--- src/nco_pkg.sv ---
package nco_pkg;

  // ---------------------------------------------------------------
  // Serial word layout
  // ---------------------------------------------------------------
  localparam int          WORD_W       = 16;
  localparam int          PAYLOAD_W    = 14;
  localparam logic [3:0]  LAST_BIT     = 4'hF;
  localparam logic [1:0]  KIND_CONTROL = 2'h0;
  localparam logic [1:0]  KIND_FREQ_A  = 2'h1;
  localparam logic [1:0]  KIND_FREQ_B  = 2'h2;
  localparam logic [1:0]  KIND_PHASE   = 2'h3;
  localparam int          PHASE_SEL_POS = 13;

  // ---------------------------------------------------------------
  // Datapath sizes and values after reset
  // ---------------------------------------------------------------
  localparam int          FREQ_W       = 28;
  localparam int          PHASE_W      = 12;
  localparam int          DAC_W        = 10;
  localparam int          QUARTER_W    = 5;
  localparam int          AMP_W        = 9;
  localparam logic [9:0]  DAC_MIDSCALE = 10'h200;
  localparam logic [9:0]  DAC_LOW_MID  = 10'h1FF;
  localparam logic [13:0] CTRL_RESET   = 14'h0000;
  localparam logic [27:0] FREQ_RESET   = 28'h0000000;
  localparam logic [11:0] PHASE_RESET  = 12'h000;

  // ---------------------------------------------------------------
  // Carriers
  // ---------------------------------------------------------------
  typedef struct packed {
    logic [1:0]  kind;
    logic [13:0] payload;
  } serial_word_t;

  typedef struct packed {
    logic full_word_write;
    logic upper_half_select;
    logic frequency_bank_select;
    logic phase_bank_select;
    logic rsv9;
    logic clear_acc;
    logic sleep_clk;
    logic sleep_dac;
    logic square_output_enable;
    logic rsv4;
    logic square_halving_select;
    logic rsv2;
    logic mode;
    logic rsv0;
  } ctrl_t;

endpackage

--- src/sine_lookup_table.sv ---
`timescale 1ns/1ps
module sine_lookup_table
  import nco_pkg::*;
(
  input  wire logic               clk,
  input  wire logic               arst_n,
  input  wire logic [PHASE_W-1:0] phase,
  output logic      [DAC_W-1:0]   code_q
);

  // ---------------------------------------------------------------
  // Quarter-wave amplitude table
  // ---------------------------------------------------------------
  localparam logic [AMP_W-1:0] QUARTER [32] = '{
    9'h00D, 9'h026, 9'h03F, 9'h057, 9'h070, 9'h088, 9'h0A0, 9'h0B8,
    9'h0CF, 9'h0E6, 9'h0FC, 9'h111, 9'h126, 9'h13A, 9'h14E, 9'h160,
    9'h172, 9'h183, 9'h193, 9'h1A2, 9'h1B0, 9'h1BD, 9'h1C9, 9'h1D3,
    9'h1DD, 9'h1E6, 9'h1ED, 9'h1F3, 9'h1F7, 9'h1FB, 9'h1FE, 9'h1FF
  };

  logic [QUARTER_W-1:0] index;
  logic [AMP_W-1:0]     amp;

  // Mirror the index in the second and fourth quarter
  assign index = phase[10] ? ~phase[9:5] : phase[9:5];
  assign amp   = QUARTER[index];

  always_ff @(posedge clk or negedge arst_n) begin
    if (!arst_n) begin
      code_q <= DAC_MIDSCALE;
    end else if (phase[11]) begin
      code_q <= DAC_LOW_MID - {1'b0, amp};
    end else begin
      code_q <= DAC_MIDSCALE + {1'b0, amp};
    end
  end

endmodule

--- src/square_halver.sv ---
`timescale 1ns/1ps
module square_halver
  import nco_pkg::*;
(
  input  wire logic clk,
  input  wire logic arst_n,
  input  wire logic clear,
  input  wire logic bit_in,
  output logic      half_q
);

  logic prev_q;

  // ---------------------------------------------------------------
  // Toggle on each rising edge of the input bit
  // ---------------------------------------------------------------
  // Midscale has its top bit set, so no false edge follows a clear
  always_ff @(posedge clk or negedge arst_n) begin
    if (!arst_n) begin
      prev_q <= 1'b1;
      half_q <= 1'b0;
    end else if (clear) begin
      prev_q <= 1'b1;
      half_q <= 1'b0;
    end else begin
      prev_q <= bit_in;
      if (bit_in && !prev_q) begin
        half_q <= ~half_q;
      end
    end
  end

endmodule

--- src/nco_waveform_core.sv ---
`timescale 1ns/1ps
// Contract
// - D3 picks square MSB or MSB halved.
// - Mode one sends truncated phase: triangle.
// - Mode zero uses sine table.
// - Bank select zero uses frequency word A.
// - Bank select one uses frequency word B.
// - Phase select zero adds offset A.
// - Phase select one adds offset B.
// - Output frequency is clock times word over 2^28.
// - Phase shift is 2 pi times offset/4096.
// - D5 routes square bit instead of converter.
// - D8 clears accumulator, output goes midscale.
// - Kinds 01/10 load frequency words, 14-bit halves.
// - Kind 11 loads offset chosen by D13.
module nco_waveform_core
  import nco_pkg::*;
(
  input  wire logic             clk,
  input  wire logic             arst_n,
  input  wire logic             sclk,
  input  wire logic             fsync_n,
  input  wire logic             sdata,
  output logic      [DAC_W-1:0] dac_code_q,
  output logic                  dac_drives_pin_q,
  output logic                  square_pin_q
);

  // ---------------------------------------------------------------
  // Pin synchronisers
  // ---------------------------------------------------------------
  logic [2:0] sclk_sync_q;
  logic [1:0] fsync_sync_q;
  logic [1:0] sdata_sync_q;
  logic       sclk_fall;
  logic       framing;

  always_ff @(posedge clk or negedge arst_n) begin
    if (!arst_n) begin
      sclk_sync_q  <= 3'h7;
      fsync_sync_q <= 2'h3;
      sdata_sync_q <= 2'h0;
    end else begin
      sclk_sync_q  <= {sclk_sync_q[1:0], sclk};
      fsync_sync_q <= {fsync_sync_q[0], fsync_n};
      sdata_sync_q <= {sdata_sync_q[0], sdata};
    end
  end

  assign sclk_fall = sclk_sync_q[2] && !sclk_sync_q[1];
  assign framing   = !fsync_sync_q[1];

  // ---------------------------------------------------------------
  // Serial word receiver
  // ---------------------------------------------------------------
  logic [WORD_W-2:0] shift_q;
  logic [3:0]        bit_cnt_q;
  logic              word_stb_q;
  serial_word_t      word_q;

  always_ff @(posedge clk or negedge arst_n) begin
    if (!arst_n) begin
      shift_q    <= '0;
      bit_cnt_q  <= 4'h0;
      word_stb_q <= 1'b0;
      word_q     <= '0;
    end else begin
      word_stb_q <= 1'b0;
      if (!framing) begin
        bit_cnt_q <= 4'h0;
      end else if (sclk_fall) begin
        shift_q   <= {shift_q[WORD_W-3:0], sdata_sync_q[1]};
        bit_cnt_q <= bit_cnt_q + 4'h1;
        if (bit_cnt_q == LAST_BIT) begin
          word_q     <= {shift_q, sdata_sync_q[1]};
          word_stb_q <= 1'b1;
        end
      end
    end
  end

  // ---------------------------------------------------------------
  // Control word
  // ---------------------------------------------------------------
  ctrl_t ctrl_q;

  always_ff @(posedge clk or negedge arst_n) begin
    if (!arst_n) begin
      ctrl_q <= CTRL_RESET;
    end else if (word_stb_q && word_q.kind == KIND_CONTROL) begin
      ctrl_q <= word_q.payload;
    end
  end

  // ---------------------------------------------------------------
  // Frequency words
  // ---------------------------------------------------------------
  logic [FREQ_W-1:0]    frequency_word_q [2];
  logic [PAYLOAD_W-1:0] lsb_stage_q;
  logic                 lsb_pend_q;
  logic                 pend_bank_q;
  logic                 freq_write;
  logic                 freq_bank;

  assign freq_write = word_stb_q && (word_q.kind == KIND_FREQ_A || word_q.kind == KIND_FREQ_B);
  assign freq_bank  = (word_q.kind == KIND_FREQ_B);

  always_ff @(posedge clk or negedge arst_n) begin
    if (!arst_n) begin
      frequency_word_q[0] <= FREQ_RESET;
      frequency_word_q[1] <= FREQ_RESET;
      lsb_stage_q         <= '0;
      lsb_pend_q          <= 1'b0;
      pend_bank_q         <= 1'b0;
    end else if (word_stb_q && word_q.kind == KIND_CONTROL) begin
      lsb_pend_q <= 1'b0;
    end else if (freq_write) begin
      if (!ctrl_q.full_word_write) begin
        if (ctrl_q.upper_half_select) begin
          frequency_word_q[freq_bank][FREQ_W-1:PAYLOAD_W] <= word_q.payload;
        end else begin
          frequency_word_q[freq_bank][PAYLOAD_W-1:0] <= word_q.payload;
        end
      end else if (!lsb_pend_q || pend_bank_q != freq_bank) begin
        lsb_stage_q <= word_q.payload;
        lsb_pend_q  <= 1'b1;
        pend_bank_q <= freq_bank;
      end else begin
        frequency_word_q[freq_bank] <= {word_q.payload, lsb_stage_q};
        lsb_pend_q                  <= 1'b0;
      end
    end
  end

  // ---------------------------------------------------------------
  // Phase offsets
  // ---------------------------------------------------------------
  logic [PHASE_W-1:0] phase_offset_q [2];

  always_ff @(posedge clk or negedge arst_n) begin
    if (!arst_n) begin
      phase_offset_q[0] <= PHASE_RESET;
      phase_offset_q[1] <= PHASE_RESET;
    end else if (word_stb_q && word_q.kind == KIND_PHASE) begin
      phase_offset_q[word_q.payload[PHASE_SEL_POS]] <= word_q.payload[PHASE_W-1:0];
    end
  end

  // ---------------------------------------------------------------
  // Phase accumulator and phase adder
  // ---------------------------------------------------------------
  logic [FREQ_W-1:0]  selected_frequency_word;
  logic [PHASE_W-1:0] selected_phase_offset;
  logic [FREQ_W-1:0]  acc_q;
  logic [PHASE_W-1:0] phase_q;

  assign selected_frequency_word = frequency_word_q[ctrl_q.frequency_bank_select];
  assign selected_phase_offset   = phase_offset_q[ctrl_q.phase_bank_select];

  always_ff @(posedge clk or negedge arst_n) begin
    if (!arst_n) begin
      acc_q <= '0;
    end else if (ctrl_q.clear_acc) begin
      acc_q <= '0;
    end else begin
      acc_q <= acc_q + selected_frequency_word;
    end
  end

  always_ff @(posedge clk or negedge arst_n) begin
    if (!arst_n) begin
      phase_q <= '0;
    end else if (ctrl_q.clear_acc) begin
      phase_q <= '0;
    end else begin
      phase_q <= acc_q[FREQ_W-1:FREQ_W-PHASE_W] + selected_phase_offset;
    end
  end

  // ---------------------------------------------------------------
  // Amplitude paths
  // ---------------------------------------------------------------
  logic [DAC_W-1:0] tri_q;
  logic [DAC_W-1:0] sine_code;

  always_ff @(posedge clk or negedge arst_n) begin
    if (!arst_n) begin
      tri_q <= '0;
    end else if (phase_q[PHASE_W-1]) begin
      tri_q <= ~phase_q[PHASE_W-2:1];
    end else begin
      tri_q <= phase_q[PHASE_W-2:1];
    end
  end

  sine_lookup_table u_sine (
    .clk    (clk),
    .arst_n (arst_n),
    .phase  (phase_q),
    .code_q (sine_code)
  );

  always_ff @(posedge clk or negedge arst_n) begin
    if (!arst_n) begin
      dac_code_q <= DAC_MIDSCALE;
    end else if (ctrl_q.clear_acc) begin
      dac_code_q <= DAC_MIDSCALE;
    end else if (ctrl_q.mode) begin
      dac_code_q <= tri_q;
    end else begin
      dac_code_q <= sine_code;
    end
  end

  // ---------------------------------------------------------------
  // Output pin routing
  // ---------------------------------------------------------------
  logic square_half;

  square_halver u_half (
    .clk    (clk),
    .arst_n (arst_n),
    .clear  (ctrl_q.clear_acc),
    .bit_in (dac_code_q[DAC_W-1]),
    .half_q (square_half)
  );

  always_ff @(posedge clk or negedge arst_n) begin
    if (!arst_n) begin
      dac_drives_pin_q <= 1'b1;
      square_pin_q     <= 1'b0;
    end else begin
      dac_drives_pin_q <= !ctrl_q.square_output_enable;
      if (!ctrl_q.square_output_enable) begin
        square_pin_q <= 1'b0;
      end else if (ctrl_q.square_halving_select) begin
        square_pin_q <= dac_code_q[DAC_W-1];
      end else begin
        square_pin_q <= square_half;
      end
    end
  end

  // ---------------------------------------------------------------
  // Assertions
  // ---------------------------------------------------------------
  a_acc_bank_a : assert property (@(posedge clk) disable iff (!arst_n)
    (!ctrl_q.clear_acc && !ctrl_q.frequency_bank_select) |=>
      acc_q == $past(acc_q) + $past(frequency_word_q[0]))
    else $error("accumulator did not add word A");

  a_acc_bank_b : assert property (@(posedge clk) disable iff (!arst_n)
    (!ctrl_q.clear_acc && ctrl_q.frequency_bank_select) |=>
      acc_q == $past(acc_q) + $past(frequency_word_q[1]))
    else $error("accumulator did not add word B");

  a_acc_clear_zero : assert property (@(posedge clk) disable iff (!arst_n)
    ctrl_q.clear_acc |=> (acc_q == '0 && phase_q == '0 && dac_code_q == DAC_MIDSCALE))
    else $error("clear did not give zero phase and midscale");

  a_phase_offset_a : assert property (@(posedge clk) disable iff (!arst_n)
    (!ctrl_q.clear_acc && !ctrl_q.phase_bank_select) |=>
      phase_q == $past(acc_q[FREQ_W-1:FREQ_W-PHASE_W]) + $past(phase_offset_q[0]))
    else $error("phase not offset by A");

  a_phase_offset_b : assert property (@(posedge clk) disable iff (!arst_n)
    (!ctrl_q.clear_acc && ctrl_q.phase_bank_select) |=>
      phase_q == $past(acc_q[FREQ_W-1:FREQ_W-PHASE_W]) + $past(phase_offset_q[1]))
    else $error("phase not offset by B");

  a_tri_path : assert property (@(posedge clk) disable iff (!arst_n)
    (ctrl_q.mode && !ctrl_q.clear_acc) |=> dac_code_q == $past(tri_q))
    else $error("triangle not routed to converter");

  a_sine_path : assert property (@(posedge clk) disable iff (!arst_n)
    (!ctrl_q.mode && !ctrl_q.clear_acc) |=> dac_code_q == $past(sine_code))
    else $error("sine not routed to converter");

  a_square_direct : assert property (@(posedge clk) disable iff (!arst_n)
    (ctrl_q.square_output_enable && ctrl_q.square_halving_select) |=>
      (square_pin_q == $past(dac_code_q[DAC_W-1]) && !dac_drives_pin_q))
    else $error("square pin not following MSB");

  a_pin_converter : assert property (@(posedge clk) disable iff (!arst_n)
    !ctrl_q.square_output_enable |=> (dac_drives_pin_q && !square_pin_q))
    else $error("converter not driving pin");

  a_phase_load : assert property (@(posedge clk) disable iff (!arst_n)
    (word_stb_q && word_q.kind == KIND_PHASE) |=>
      phase_offset_q[$past(word_q.payload[PHASE_SEL_POS])] == $past(word_q.payload[11:0]))
    else $error("phase offset not loaded");

  c_full_freq_write : cover property (@(posedge clk) disable iff (!arst_n)
    freq_write && ctrl_q.full_word_write && lsb_pend_q);
  c_triangle_mode : cover property (@(posedge clk) disable iff (!arst_n)
    ctrl_q.mode && !ctrl_q.clear_acc);
  c_square_halved : cover property (@(posedge clk) disable iff (!arst_n)
    ctrl_q.square_output_enable && !ctrl_q.square_halving_select && square_pin_q);
  c_phase_b_load : cover property (@(posedge clk) disable iff (!arst_n)
    word_stb_q && word_q.kind == KIND_PHASE && word_q.payload[PHASE_SEL_POS]);

endmodule

--- config.mk ---
export PLATFORM = sky130hd
export DESIGN_NAME = nco_waveform_core
export DESIGN_NICKNAME = d
export VERILOG_FILES = /design/src/nco_pkg.sv /design/src/sine_lookup_table.sv /design/src/square_halver.sv /design/src/nco_waveform_core.sv
export SDC_FILE = /design/constraint.sdc
export NUM_CORES = 1
export LEC_CHECK = 0
export BUFFER_PORTS_ARGS = -buffer_cell sky130_fd_sc_hd__buf_2
export CAP_MARGIN = 40
export CORE_UTILIZATION = 35
export CTS_BUF_LIST = sky130_fd_sc_hd__clkbuf_2 sky130_fd_sc_hd__clkbuf_4 sky130_fd_sc_hd__clkbuf_8
export DETAILED_ROUTE_END_ITERATION = 16
export GPL_TIMING_DRIVEN = 0
export HOLD_SLACK_MARGIN = 0.03
export PLACE_DENSITY = 0.45
export SYNTH_ARGS = -nofsm -noshare
export SYNTH_HDL_FRONTEND = slang
export SYNTH_SLANG_ARGS = --single-unit
--- constraint.sdc ---
create_clock -name clk -period 4.8 [get_ports clk]
set_input_delay 0.96 -clock clk [delete_from_list [all_inputs] [get_ports clk]]
set_output_delay 0.96 -clock clk [all_outputs]
set_load 0.02 [all_outputs]
# Yosys cells after proc, flatten, opt, wreduce, memory -nomap -nowiden
# Memories as Yosys holds them, arrays and structs flattened.
# Index checks and enable logic that the tools add are counted.
[totals] ff_bits=221 romBits=288 in_bits=5 output_inout_bits=12 word_cells=128 n_memories=1
[op_classes] n_addsub=5 magnitude_cmp=7 eq_ne=6 mux=44 n_bitwise=10 n_reduce_logical=23
[memory_table] name="(no name shown)" words=32 word_bits=9 rd=1 rd_clocked_by_memory_dff=0 write_ports=0 line="sine_lookup_table.sv:26" rtl="assign amp = QUARTER[index];"
[ops] operator="bitwise mux 56 bit" n=3
[ops] operator="two-way mux 28 bit" n=6
[ops] operator="two-way mux 56 bit" n=3
[ops] operator="demux 28 bit (select 1 bit)" n=3
[ops] operator="two-way mux 12 bit" n=5
[ops] operator="two-way mux 10 bit" n=4
[ops] operator="adder 28 bit" n=1
[ops] operator="bitwise mux 24 bit" n=1
[ops] operator="two-way mux 9 bit" n=2
[ops] operator="two-way mux 14 bit" n=1
[ops] operator="adder 12 bit" n=1
[ops] operator="demux 12 bit (select 1 bit)" n=1
[ops] operator="two-way mux 1 bit" n=12
[ops] operator="adder 10 x 9 -> 10 bit, first input constant" n=1
[ops] operator="inverter 10 bit" n=1
[ops] operator="subtractor 9 x 9 -> 10 bit, first input constant" n=1
[ops] operator="greater-or-equal comparator 2 bit, second input constant" n=4
[ops] operator="two-way mux 4 bit" n=2
[ops] operator="inverter 1 -> 2 bit" n=4
[ops] operator="nonzero test 2 bit" n=4
[ops] operator="logical AND 1 bit" n=7
[ops] operator="greater-or-equal comparator 6 bit, second input constant" n=1
[ops] operator="inverter 5 -> 6 bit" n=1
[ops] operator="AND reduction 3 bit" n=2
[ops] operator="15 further kinds" n=24

# Longest topological paths before layout
# Gate-level depths: netlist (run 1).
[depth] ltp_word=9 ltp_mapped=11

# Cells and area by module
# From an unflattened synthesis (run 1), not the netlist that was laid out.
[hier_totals] cells_unflattened=1052 hier_area_um2=11705.0
[by_module_without_submodules] mod="nco_waveform_core" instances=1 cells_each=874 area_per_inst_um2=10167.3 seq_area_each_um2=5238.8
[by_module_without_submodules] mod="sine_lookup_table" instances=1 cells_each=171 area_per_inst_um2=1446.4 seq_area_each_um2=251.5
[by_module_without_submodules] mod="square_halver" instances=1 cells_each=7 area_per_inst_um2=91.3 seq_area_each_um2=51.3

# Worst setup path before layout (run 1)
# Ideal clock, no wire load.
[synth_path] path_type="reg2reg" from="register ctrl_q[11] in the netlist's numbering" to="register acc_q[26]" t_arrival_ps=3117 path_slack_ps=1556 path_stages_with_launch=11 n_path_buf=2 synth_period_minus_slack_ps=3244 path_cell_list="dfrtp_1 -> clkbuf_1 -> clkbuf_1 -> mux2_2 -> ha_1 -> a211oi_1 -> o21bai_1 -> a21o_1 -> a211o_1 -> a221oi_1 -> mux2_1"
[synth_between] elab_chain_cells=6
[synth_lines] element="from (decl)" line="nco_waveform_core.sv:85" rtl="ctrl_t ctrl_q;"
[synth_lines] element="from (signal assigned)" line="nco_waveform_core.sv:91" rtl="ctrl_q <= word_q.payload;"
[synth_lines] element="inverter 1 -> 2 bit (implied by the code)" line="nco_waveform_core.sv:157" rtl="assign selected_frequency_word = frequency_word_q[ctrl_q.frequency_bank_select];"
[synth_lines] element="two-way mux 28 bit (implied by the code) (3 in series)" line="nco_waveform_core.sv:157"
[synth_lines] element="adder 28 bit" line="nco_waveform_core.sv:166" rtl="acc_q <= acc_q + selected_frequency_word;"
[synth_lines] element="two-way mux 28 bit" line="nco_waveform_core.sv:163" rtl="end else if (ctrl_q.clear_acc) begin"
[synth_lines] element="to (signal assigned)" line="nco_waveform_core.sv:166"
[synth_lines] element="to (decl)" line="nco_waveform_core.sv:154" rtl="logic [FREQ_W-1:0] acc_q;"
# Every way passes these cells. The select of a mux whose other input is x is not followed.
# A chain may end at the register's enable or synchronous reset.

# Worst setup path in the final report (run 1)
# Ends and elaborated chain as after synthesis.

==> summary.md, run 1 <==
| Metric | Value |
|---|---|
| FF+latch count, synth | 220 |
| Placed insts | 1387 |
| Port Buf Inserts | 16 |
| # rows | 64 |
| Worst clock skew | 20.8 ps |
| Outcome | finished clean |
| Io pins | 17 |
| Non-Filler Instances | 1462 |
| Max-slew headroom | 47.3% |
| Critical-path top delay cell | clkbuf_1 |
| Detailed-route DRC error count | 0 |
| CP Data Arrival Time | 4640 ps |
| Dpl hpwl | 18700 um |
| Die Footprint | 32200 um2 |
| Via count | 7479 |
| Global route overflow | 0 |
| Setup Fix Bufs, Post-CTS | 0 |
| WL per Instance | 18.0 um |
| H-tree depth | 2 |
| Crit share post-route | 88.3% |
| Antenna diodes | 0 |
| CTS tree | done |
| CTS sink count | 220 |
| P_leak | 6.11 nW |
| Worst-Margin Slew | 786 ps |
| Synth top area share | 47.9% |
| Async set-reset flop share out of synthesis | 100% |
| Min Clock Period, post-route | 4240 ps |
| Setup Crit Path Kind | register to register |
| Setup ws final | 564 ps |
| Clock Tree Buf Depth | 3 |
| First-pass GRT wire length | 43100 um |
| Max incr delay on CP | 580 ps |
| CP Buf/Inv Count | 3 |
| Cts bufs inserted | 41 |
| Post-Synthesis Cell Area | 11000 um2 |
| Gate count of the mapped netlist | 973 |
| Area grow syn2layout | 14.2% |
| Worst EP required | 5210 ps |
| Crit. End Element | register |
| Die outline width | 179 um |
| Vias per inst | 5.12 |
| Final Slew Violations | 0 |
| Post-synth top flop | dfrtp_1 |
| Syn_area_per_cell | 11.3 um2 |
| Largest cells by area after synthesis | dfrtp_1, mux2_2, ha_1 |
| CTS clk-pin slew, worst paths | 60 ps |
| Initial antenna violation count | 0 |
| Share of layout cells above drive strength 1 | 25.2% |
| YS warnings | 0 |
| Cell Chain, Critical Path | clkbuf_1 > clkbuf_1 > mux2_2 > ha_1 > clkbuf_1 > nand4_1 > a221oi_1 > a21oi_1 > a21oi_1 > a221oi_1 > mux2_1 |
| Post-synth EDFFs | 0 |
| RD Place Congestion | 0.826 |
| Clk root buf | clkbuf_8 |
| Seq/Total Area, Yosys | 50.1% |
| Post-route ant nets | 0 |
| Core footprint | 30700 um2 |
| Final wirelength | 26300 um |
| Top-count cell post-synth | dfrtp_1 |
| Top delay family on crit path | buffers and inverters |
| Detailed Route Iter0 Violations | 387 |
| Fin nets | 1087 |
| Final setup fails | 0 |
| TritonRoute pass-1 iters | 8 |
| Most common library cells after synthesis | dfrtp_1, mux2_2, nor2_1 |
| Hold Fails Final Rpt | 0 |
| Largest area contributor in the netlist | dfrtp_1 |
| Power per cell area | 317 nW/um2 |
| Die Height | 179 um |
| RSZ-0062 raised after global routing | false |
| Initial Utilization | 35.8% |
| Pre-CTS worst setup slack | 555 ps |
| Largest net degree at the start of global routing | 106 |
| Highest clock rate | 236 MHz |
| Vias in the first global route | 7554 |
| Resized cells post-CTS | 0 |
| Worst Path Max Fanout | 10 |
| VDD IR max | 0.185 mV |
| Crit-path most repeated cell | clkbuf_1 |
| Worst skew pair latency | 540 ps |
| Max cap viols | 0 |
| Distinct cells, synth | 68 |
| Hold_buf cts | 0 |
| Critical Path Start Type | register |
| Min-Delay Path Class | input pin to asynchronous set/reset pin |
| GRT Total Usage | 16.8% |
| Post-synth net total | 1026 |
[final timing paths]
path / startpoint / end / slack (ps) / cells past startpoint
setup reg to reg: ctrl_q[11] / acc_q[26] / 560 / 11
max in group asynchronous: arst_n / lsb_stage_q[1] / 3370 / 3
setup / recovery: ctrl_q[11] / acc_q[26] / 560 / 11
hold / removal: arst_n / u_sine.code_q[7] / 240 / 1
hold reg to reg: sdata_sync_q[0] / sdata_sync_q[1] / 350 / 0
min in group clk: sdata_sync_q[0] / sdata_sync_q[1] / 350 / 0
[flip-flops by register name (all words and copies together) (netlist names), 2 cells and up]
signal and cells:
acc_q 28, bit_cnt_q 4, ctrl_q 8, dac_code_q 10, frequency_word_q 56, fsync_sync_q 2, lsb_stage_q 14, phase_offset_q 24
phase_q 11, sclk_sync_q 3, sdata_sync_q 2, shift_q 15, tri_q 10, u_sine.code_q 10, word_q 16
[placed cells by master, fill, tap and decap left out, types with 8 or more instances in the layout]
cell type / n
buf_2: 21
dfstp_2: 9
o21a_1: 9
a21oi_1: 60
buf_1: 8
nor3_1: 18
a22oi_1: 13
clkbuf_4: 14
nor2b_1: 17
xnor2_1: 29
clkbuf_8: 52
clkbuf_1: 25
ha_1: 46
o21ai_0: 47
mux2_2: 144
dfrtp_1: 211
xor2_1: 24
mux2i_1: 16
nand2_1: 62
nand3_1: 10
nor2_1: 89
a21o_1: 11
inv_1: 17
[where the power goes]
group	switching, mW	internal (mW)	leakage, nW
registers	0.0249	1.89	2.99
logic	0.0476	0.0332	2.62
clock network	0.795	1.20	0.491
total	0.867	3.12	6.11
[final cells by class]
type / count / area [um2]
Tap cell: 396 / 495
Sequential cell: 220 / 5520
Clock inverter: 9 / 105
Inverter: 18 / 67.6
Multi-Input combinational cell: 693 / 5260
Timing Repair Buffer: 18 / 145
Buffer: 42 / 176
Fill cell: 3054 / 18200
Clock buffer: 66 / 821
[cell families (layout without fill, tap and decap cells)]
family	after synthesis	count (layout)	synth area share (%)
flops	220	220	50.1
xor+xnor	55	55	4.51
compound gates	192	192	11.1
fa+ha+maj	48	48	5.59
simple gates	234	234	9.88
mux	164	164	16.7
buf+inv	60	153	2.21
[layer usage]
layer / GRT usage [%] / routed length (um)
met1: 23.8 / 12900
met2: 26.8 / 12100
met3: 2.59 / 930
met4: 4.69 / 476
met5: 0 / 0
[per-stage QoR]
stage	hold WS [ps]	util, %	power, mW	instance area, um2	TNS [ps]
finish	243	40.9	3.99	12600	0
global route	228	40.9	4.19	12600	0
CTS	220	40.9	4.08	12600	0
detailed placement	336	37.9	2.03	11700	0
global placement	333	37.7	2.03	11600	-282430
floorplan	331	-	1.97	11000	0
Note: power is estimated with default switching activity, not from simulation.
==> run 2, diff against run 1 <==
--- a/config.mk
+++ b/config.mk
@@ -13,6 +13,7 @@
 export GPL_TIMING_DRIVEN = 0
 export HOLD_SLACK_MARGIN = 0.03
 export PLACE_DENSITY = 0.45
+export RECOVER_POWER = 50
 export SYNTH_ARGS = -nofsm -noshare
 export SYNTH_HDL_FRONTEND = slang
 export SYNTH_SLANG_ARGS = --single-unit
==> run 2 against run 1 <==
The run now ends with max-capacitance violations, max-slew violations left. Final cell count unchanged. Via count up 0.28%. Count of clock-buffer cells in the layout unchanged. Sequential share of layout area increased by 0.12 points. Clock power is essentially flat. Sequential power about the same. Final area decreased by 0.27%. Utilization decreased by 0.11 points. Combinational power fell by 4.0%. Non-clock buffer count unchanged.
==> summary.md, run 2 (same netlist as run 1, synthesis figures left out) <==
| Metric | Value |
|---|---|
| Outcome | complete, but fails checks |
| Failing checks | max-capacitance violations, max-slew violations |
| Max reg flops | 56 |
| Clk root buf | clkbuf_8 |
| Placed insts | 1387 |
| Largest registers | frequency_word_q x56, acc_q x28, phase_offset_q x24 |
| Detailed-route DRC error count | 0 |
| Fillers | 3059 |
| RSZ-0062 raised after global routing | false |
| Worst Path Max Fanout | 10 |
| Non-Filler Instances | 1462 |
| # rows | 64 |
| Cts bufs inserted | 41 |
| Max-slew headroom | -70.5% |
| TritonRoute pass-1 iters | 8 |
| Largest net degree at the start of global routing | 106 |
| Setup Crit Path Kind | register to register |
| CP Data Arrival Time | 4610 ps |
| P_leak | 6.09 nW |
| Vias in the first global route | 7554 |
| Placement Cell Area | 11700 um2 |
| WHS | 345 ps |
| Dpl hpwl | 18700 um |
| Final wirelength | 26300 um |
| Setup Fix Bufs, Post-CTS | 0 |
| Worst skew pair latency | 540 ps |
| Critical Path Start Type | register |
| Detailed Route Iter0 Violations | 376 |
| Area grow syn2layout | 13.9% |
| Initial antenna violation count | 0 |
| CTS clk-pin slew, worst paths | 60 ps |
| Critical Path End | acc_q[26] |
| Final Slew Violations | 98 |
| Most frequent cells in the layout | dfrtp_1, mux2_2, nor2_1, nand2_1, a21oi_1 |
| Worst EP required | 5210 ps |
| Antenna diodes | 0 |
| Initial Utilization | 35.8% |
| Worst clock skew | 20.7 ps |
| Max cap viols | 1 |
| Core footprint | 30700 um2 |
| Crit share post-route | 87.4% |
| First-pass GRT wire length | 43100 um |
| GRT Total Usage | 16.8% |
| Io pins | 17 |
| RD Place Congestion | 0.826 |
| Reg2reg start | ctrl_q[11] |
| Final setup fails | 0 |
| VDD IR max | 0.185 mV |
| Post-route ant nets | 0 |
| Post-Route Utilization | 40.8% |
| Global route overflow | 0 |
| Register area | 5520 um2 |
| Fin nets | 1087 |
| Share of layout cells above drive strength 1 | 24.9% |
| Min-Delay Path Class | register to register |
| Largest reg by FF count | frequency_word_q |
| H-tree depth | 2 |
| Design area | 12600 um2 |
| Area of the multi-input gates | 5260 um2 |
| CTS sink count | 220 |
| Hold Fails Final Rpt | 0 |
| Highest clock rate | 238 MHz |
| Clock Tree Buf Depth | 3 |
| Resized cells post-CTS | 0 |
| Min Clock Period, post-route | 4200 ps |
| Port Buf Inserts | 16 |
| R2R depth | 11 |
| CTS tree | done |
| Worst reg2reg setup slack | 600 ps |
| Die Footprint | 32200 um2 |
| Via count | 7500 |
| Worst-Margin Slew | 2560 ps |
| FF-to-FF End | acc_q[26] |
| Die Height | 179 um |
| Power per cell area | 318 nW/um2 |
| Worst Setup SP | ctrl_q[11] |
| Die outline width | 179 um |
| Hold_buf cts | 0 |
| Vias per inst | 5.13 |
| Commonest non-fill, non-tap cell in the layout | dfrtp_1 |
| Crit. End Element | register |
| WL per Instance | 18.0 um |
| Power Total | 3.99 mW |
==> run 2: cell types whose count changed in the layout (fill, tap and decap cells not counted) <==
cell	change
buf_16	-1
dfstp_2	-2
inv_2	-1
clkbuf_1	+2
buf_8	-1
buf_1	-1
dfstp_1	+2
inv_1	+1
clkbuf_2	+1
==> run 2: final cells by class <==
class	instances	area share, %
Buffer	42	1.41
Clock buffer	66	6.54
Clock inverter	9	0.837
Inverter	18	0.538
Multi-Input combinational cell	693	41.9
Sequential cell	220	43.9
Tap cell	396	3.95
Timing Repair Buffer	18	0.887
==> run 2: through the flow <==
step	setup WS (ps)	setup TNS [ps]
CTS	534	0
floorplan	1560	0
detailed placement	555	0
global placement	-1360	-282430
finish	603	0
global route	312	0
==> run 2: critical path: stages (launching register included) <==
cell and delay (ps):
dfrtp_1 360, clkbuf_1 550, clkbuf_1 560, mux2_2 420, ha_1 270, clkbuf_1 300, nand4_1 180, a221oi_1 360
a21oi_1 110, a21oi_1 440, a221oi_1 170, mux2_1 340
==> run 2: metal layers <==
layer | global-route usage [%] | routed length, um | up-vias
met4 | 4.69 | 476 | 0
met1 | 23.8 | 12700 | 3730
met2 | 26.8 | 12100 | 125
met5 | 0 | 0 | -
met3 | 2.59 | 1010 | 38
li1 | - | - | 3607
==> run 2: how the worst min path moves through the flow <==
stage                                from               end  slack [ps]  depth (start not counted)
after detailed placement  sdata_sync_q[0]   sdata_sync_q[1]         340                          0
after CTS                          arst_n  u_sine.code_q[7]         220                          1
final                     sdata_sync_q[0]   sdata_sync_q[1]         350                          0
after floorplan           sdata_sync_q[0]   sdata_sync_q[1]         330                          0
after global routing      sdata_sync_q[0]   sdata_sync_q[1]         360                          0
after global placement    sdata_sync_q[0]   sdata_sync_q[1]         330                          0
==> run 2: where the power goes <==
group	switching, mW	total [mW]	internal [mW]
registers	0.0249	1.92	1.89
clock network	0.796	1.99	1.20
logic	0.0473	0.0776	0.0304
total	0.868	3.99	3.12
==> run 3, diff against run 2 <==
--- a/config.mk
+++ b/config.mk
@@ -10,7 +10,6 @@
 export CORE_UTILIZATION = 35
 export CTS_BUF_LIST = sky130_fd_sc_hd__clkbuf_2 sky130_fd_sc_hd__clkbuf_4 sky130_fd_sc_hd__clkbuf_8
 export DETAILED_ROUTE_END_ITERATION = 16
-export GPL_TIMING_DRIVEN = 0
 export HOLD_SLACK_MARGIN = 0.03
 export PLACE_DENSITY = 0.45
 export RECOVER_POWER = 50
==> constraint.sdc (replaced) <==
create_clock -name clk -period 4.8 [get_ports clk]
set_input_delay 0.24 -clock clk [delete_from_list [all_inputs] [get_ports clk]]
set_output_delay 0.24 -clock clk [all_outputs]
set_load 0.02 [all_outputs]
==> run 3 against run 2 <==
The run still ends with max-capacitance violations, max-slew violations left. Via count fell by 3.7%. First-iteration DRC count rose by 48%. Global-route usage fell by 0.34 points. Wire length fell by 2.6%. Total power fell by 3.3%. Worst hold slack got worse by 4.6 ps. Combinational power rose by 0.5%. Non-clock buffer count fell by 27.
==> summary.md, run 3 (same netlist as run 1, synthesis figures left out) <==
| Metric | Value |
|---|---|
| Outcome | complete, but fails checks |
| Failing checks | max-capacitance violations, max-slew violations |
| Antenna diodes | 0 |
| Setup Fix Bufs, Post-CTS | 0 |
| P_leak | 6.00 nW |
| Worst-Margin Slew | 2530 ps |
| Reg2reg start | ctrl_q[11] |
| Initial Utilization | 35.8% |
| # rows | 64 |
| Worst Setup SP | ctrl_q[11] |
| Clock Tree Buf Depth | 3 |
| Worst skew pair latency | 540 ps |
| Critical Path End | acc_q[26] |
| Post-route ant nets | 0 |
| Crit path depth | 9 |
| Gate power share | 2.0% |
| Cell Chain, Critical Path | mux2_2 > ha_1 > fa_1 > a21o_1 > a221o_1 > a21oi_1 > a21oi_1 > a221oi_1 > mux2_1 |
| Core footprint | 30700 um2 |
| Worst EP required | 5210 ps |
| Commonest non-fill, non-tap cell in the layout | dfrtp_1 |
| Setup Crit Path Kind | register to register |
| Final Slew Violations | 142 |
| Crit-path most repeated cell | a21oi_1 |
| Post-Route Utilization | 40.3% |
| Clock network fraction of total power | 48.3% |
| Most frequent cells in the layout | dfrtp_1, mux2_2, nor2_1, nand2_1, a21oi_1 |
| Crit share post-route | 73.9% |
| Critical Path Start Type | register |
| Final setup fails | 0 |
| Die outline width | 179 um |
| Worst reg2reg setup slack | 1260 ps |
| Resized cells post-CTS | 0 |
| Vias in the first global route | 7451 |
| Dpl hpwl | 17500 um |
| Top delay family on crit path | compound AO/OA/AOI/OAI gates |
| Detailed-route DRC error count | 0 |
| CP Buf/Inv Count | 0 |
| Initial antenna violation count | 0 |
| Critical-path top delay cell | dfrtp_1 |
| Hold Fails Final Rpt | 0 |
| Placed insts | 1356 |
| Min-Delay Path Class | input pin to register |
| CTS sink count | 220 |
| Sum Neg Setup Slack | 0 ps |
| Die Footprint | 32200 um2 |
| Highest clock rate | 282 MHz |
| R2R depth | 9 |
| Hold_buf cts | 4 |
| CTS clk-pin slew, worst paths | 60 ps |
| Cts bufs inserted | 40 |
| TritonRoute pass-1 iters | 6 |
| Detailed Route Iter0 Violations | 558 |
| Non-Filler Instances | 1434 |
| WL per Instance | 17.9 um |
| GRT Total Usage | 16.5% |
| Port Buf Inserts | 16 |
| Worst clock skew | 23.7 ps |
| Clk root buf | clkbuf_8 |
| Worst Path Max Fanout | 15 |
| Worst hold start | sdata |
| H-tree depth | 2 |
| Global route overflow | 0 |
| Crit. End Element | register |
| FF-to-FF End | acc_q[26] |
| Max reg flops | 56 |
| Share of layout cells above drive strength 1 | 24.7% |
| P_int | 2.99 mW |
| Net Switching | 0.864 mW |
| Sw frac | 22.4% |
| Final wirelength | 25600 um |
| Via count | 7222 |
| First-pass GRT wire length | 42400 um |
| RSZ-0062 raised after global routing | false |
| Vias per inst | 5.04 |
| VDD IR max | 0.193 mV |
| Io pins | 17 |
| Die Height | 179 um |
| Max cap viols | 2 |
| CTS tree | done |
| Largest registers | frequency_word_q x56, acc_q x28, phase_offset_q x24 |
| RD Place Congestion | 0.793 |
| Area grow syn2layout | 12.5% |
| Sequential Power Share | 49.7% |
| Largest reg by FF count | frequency_word_q |
| Min Clock Period, post-route | 3540 ps |
| Max-slew headroom | -68.8% |
| Max incr delay on CP | 740 ps |
| Fin nets | 1059 |
| Largest net degree at the start of global routing | 99 |
| Power per cell area | 311 nW/um2 |
| CP Data Arrival Time | 3950 ps |
[run 3: cell types whose count changed in the layout (fill, tap and decap cells not counted), sizes merged]
cell	change
buf	-21
clkbuf	-9
dlygate4sd3	+4
bufinv	-2
clkinv	+2
clkinvlp	-1
inv	-1
[run 3: worst reg2reg max path: cells and delay by family (launching register included)]
kind                       cells  cell delay (ps)
AOI/OAI and AO/OA              5             1270
DFF                            1              740
muxes                          2              770
adders and majority gates      2              640
[run 3: metal layers]
layer	vias to the layer above	global-route usage [%]	share of wire, %
li1	3555	-	-
met5	-	0	0
met2	117	24.5	42
met1	3505	24.8	52
met4	0	4.41	2.0
met3	45	2.63	3.4
[run 3: area by class of cell]
cell class	count	area (um2)
fill	3033	18400
timing repair buffer	33	195
clock buffer	67	810
tap	396	495
inverter	18	67.6
multi-input combinational	693	5260
clock inverter	7	50.0
sequential	220	5520
[run 3: metrics by stage]
| stage | cell area, um2 | setup WS, ps | hold slack [ps] | total power, mW |
|---|---|---|---|---|
| final | 12400 | 1260 | 341 | 3.86 |
| after global routing | 12400 | 781 | 312 | 4.03 |
| after CTS | 12500 | 1210 | 297 | 3.94 |
| after detailed placement | 11600 | 1240 | 327 | 2.03 |
| after global placement | 11500 | 1290 | 332 | 2.03 |
| after floorplan | 11000 | 1560 | -55.6 | 1.97 |
[run 3: worst min-delay path by stage]
stage	endpoint	slack, ps	cells past startpoint
floorplan	acc_q[0]	-60	0
global placement	sdata_sync_q[1]	330	0
detailed placement	tri_q[7]	330	1
CTS	sclk_sync_q[0]	300	2
global route	sdata_sync_q[0]	310	2
finish	sdata_sync_q[0]	340	2
[run 3: power by group through the flow]
stage	clock (mW)	combinational (mW)	sequential, mW
after global placement	0	0.0809	1.95
after floorplan	0	0.0341	1.94
after detailed placement	0	0.0818	1.95
after CTS	1.94	0.0845	1.92
after global routing	2.02	0.0909	1.92
final	1.86	0.0780	1.92
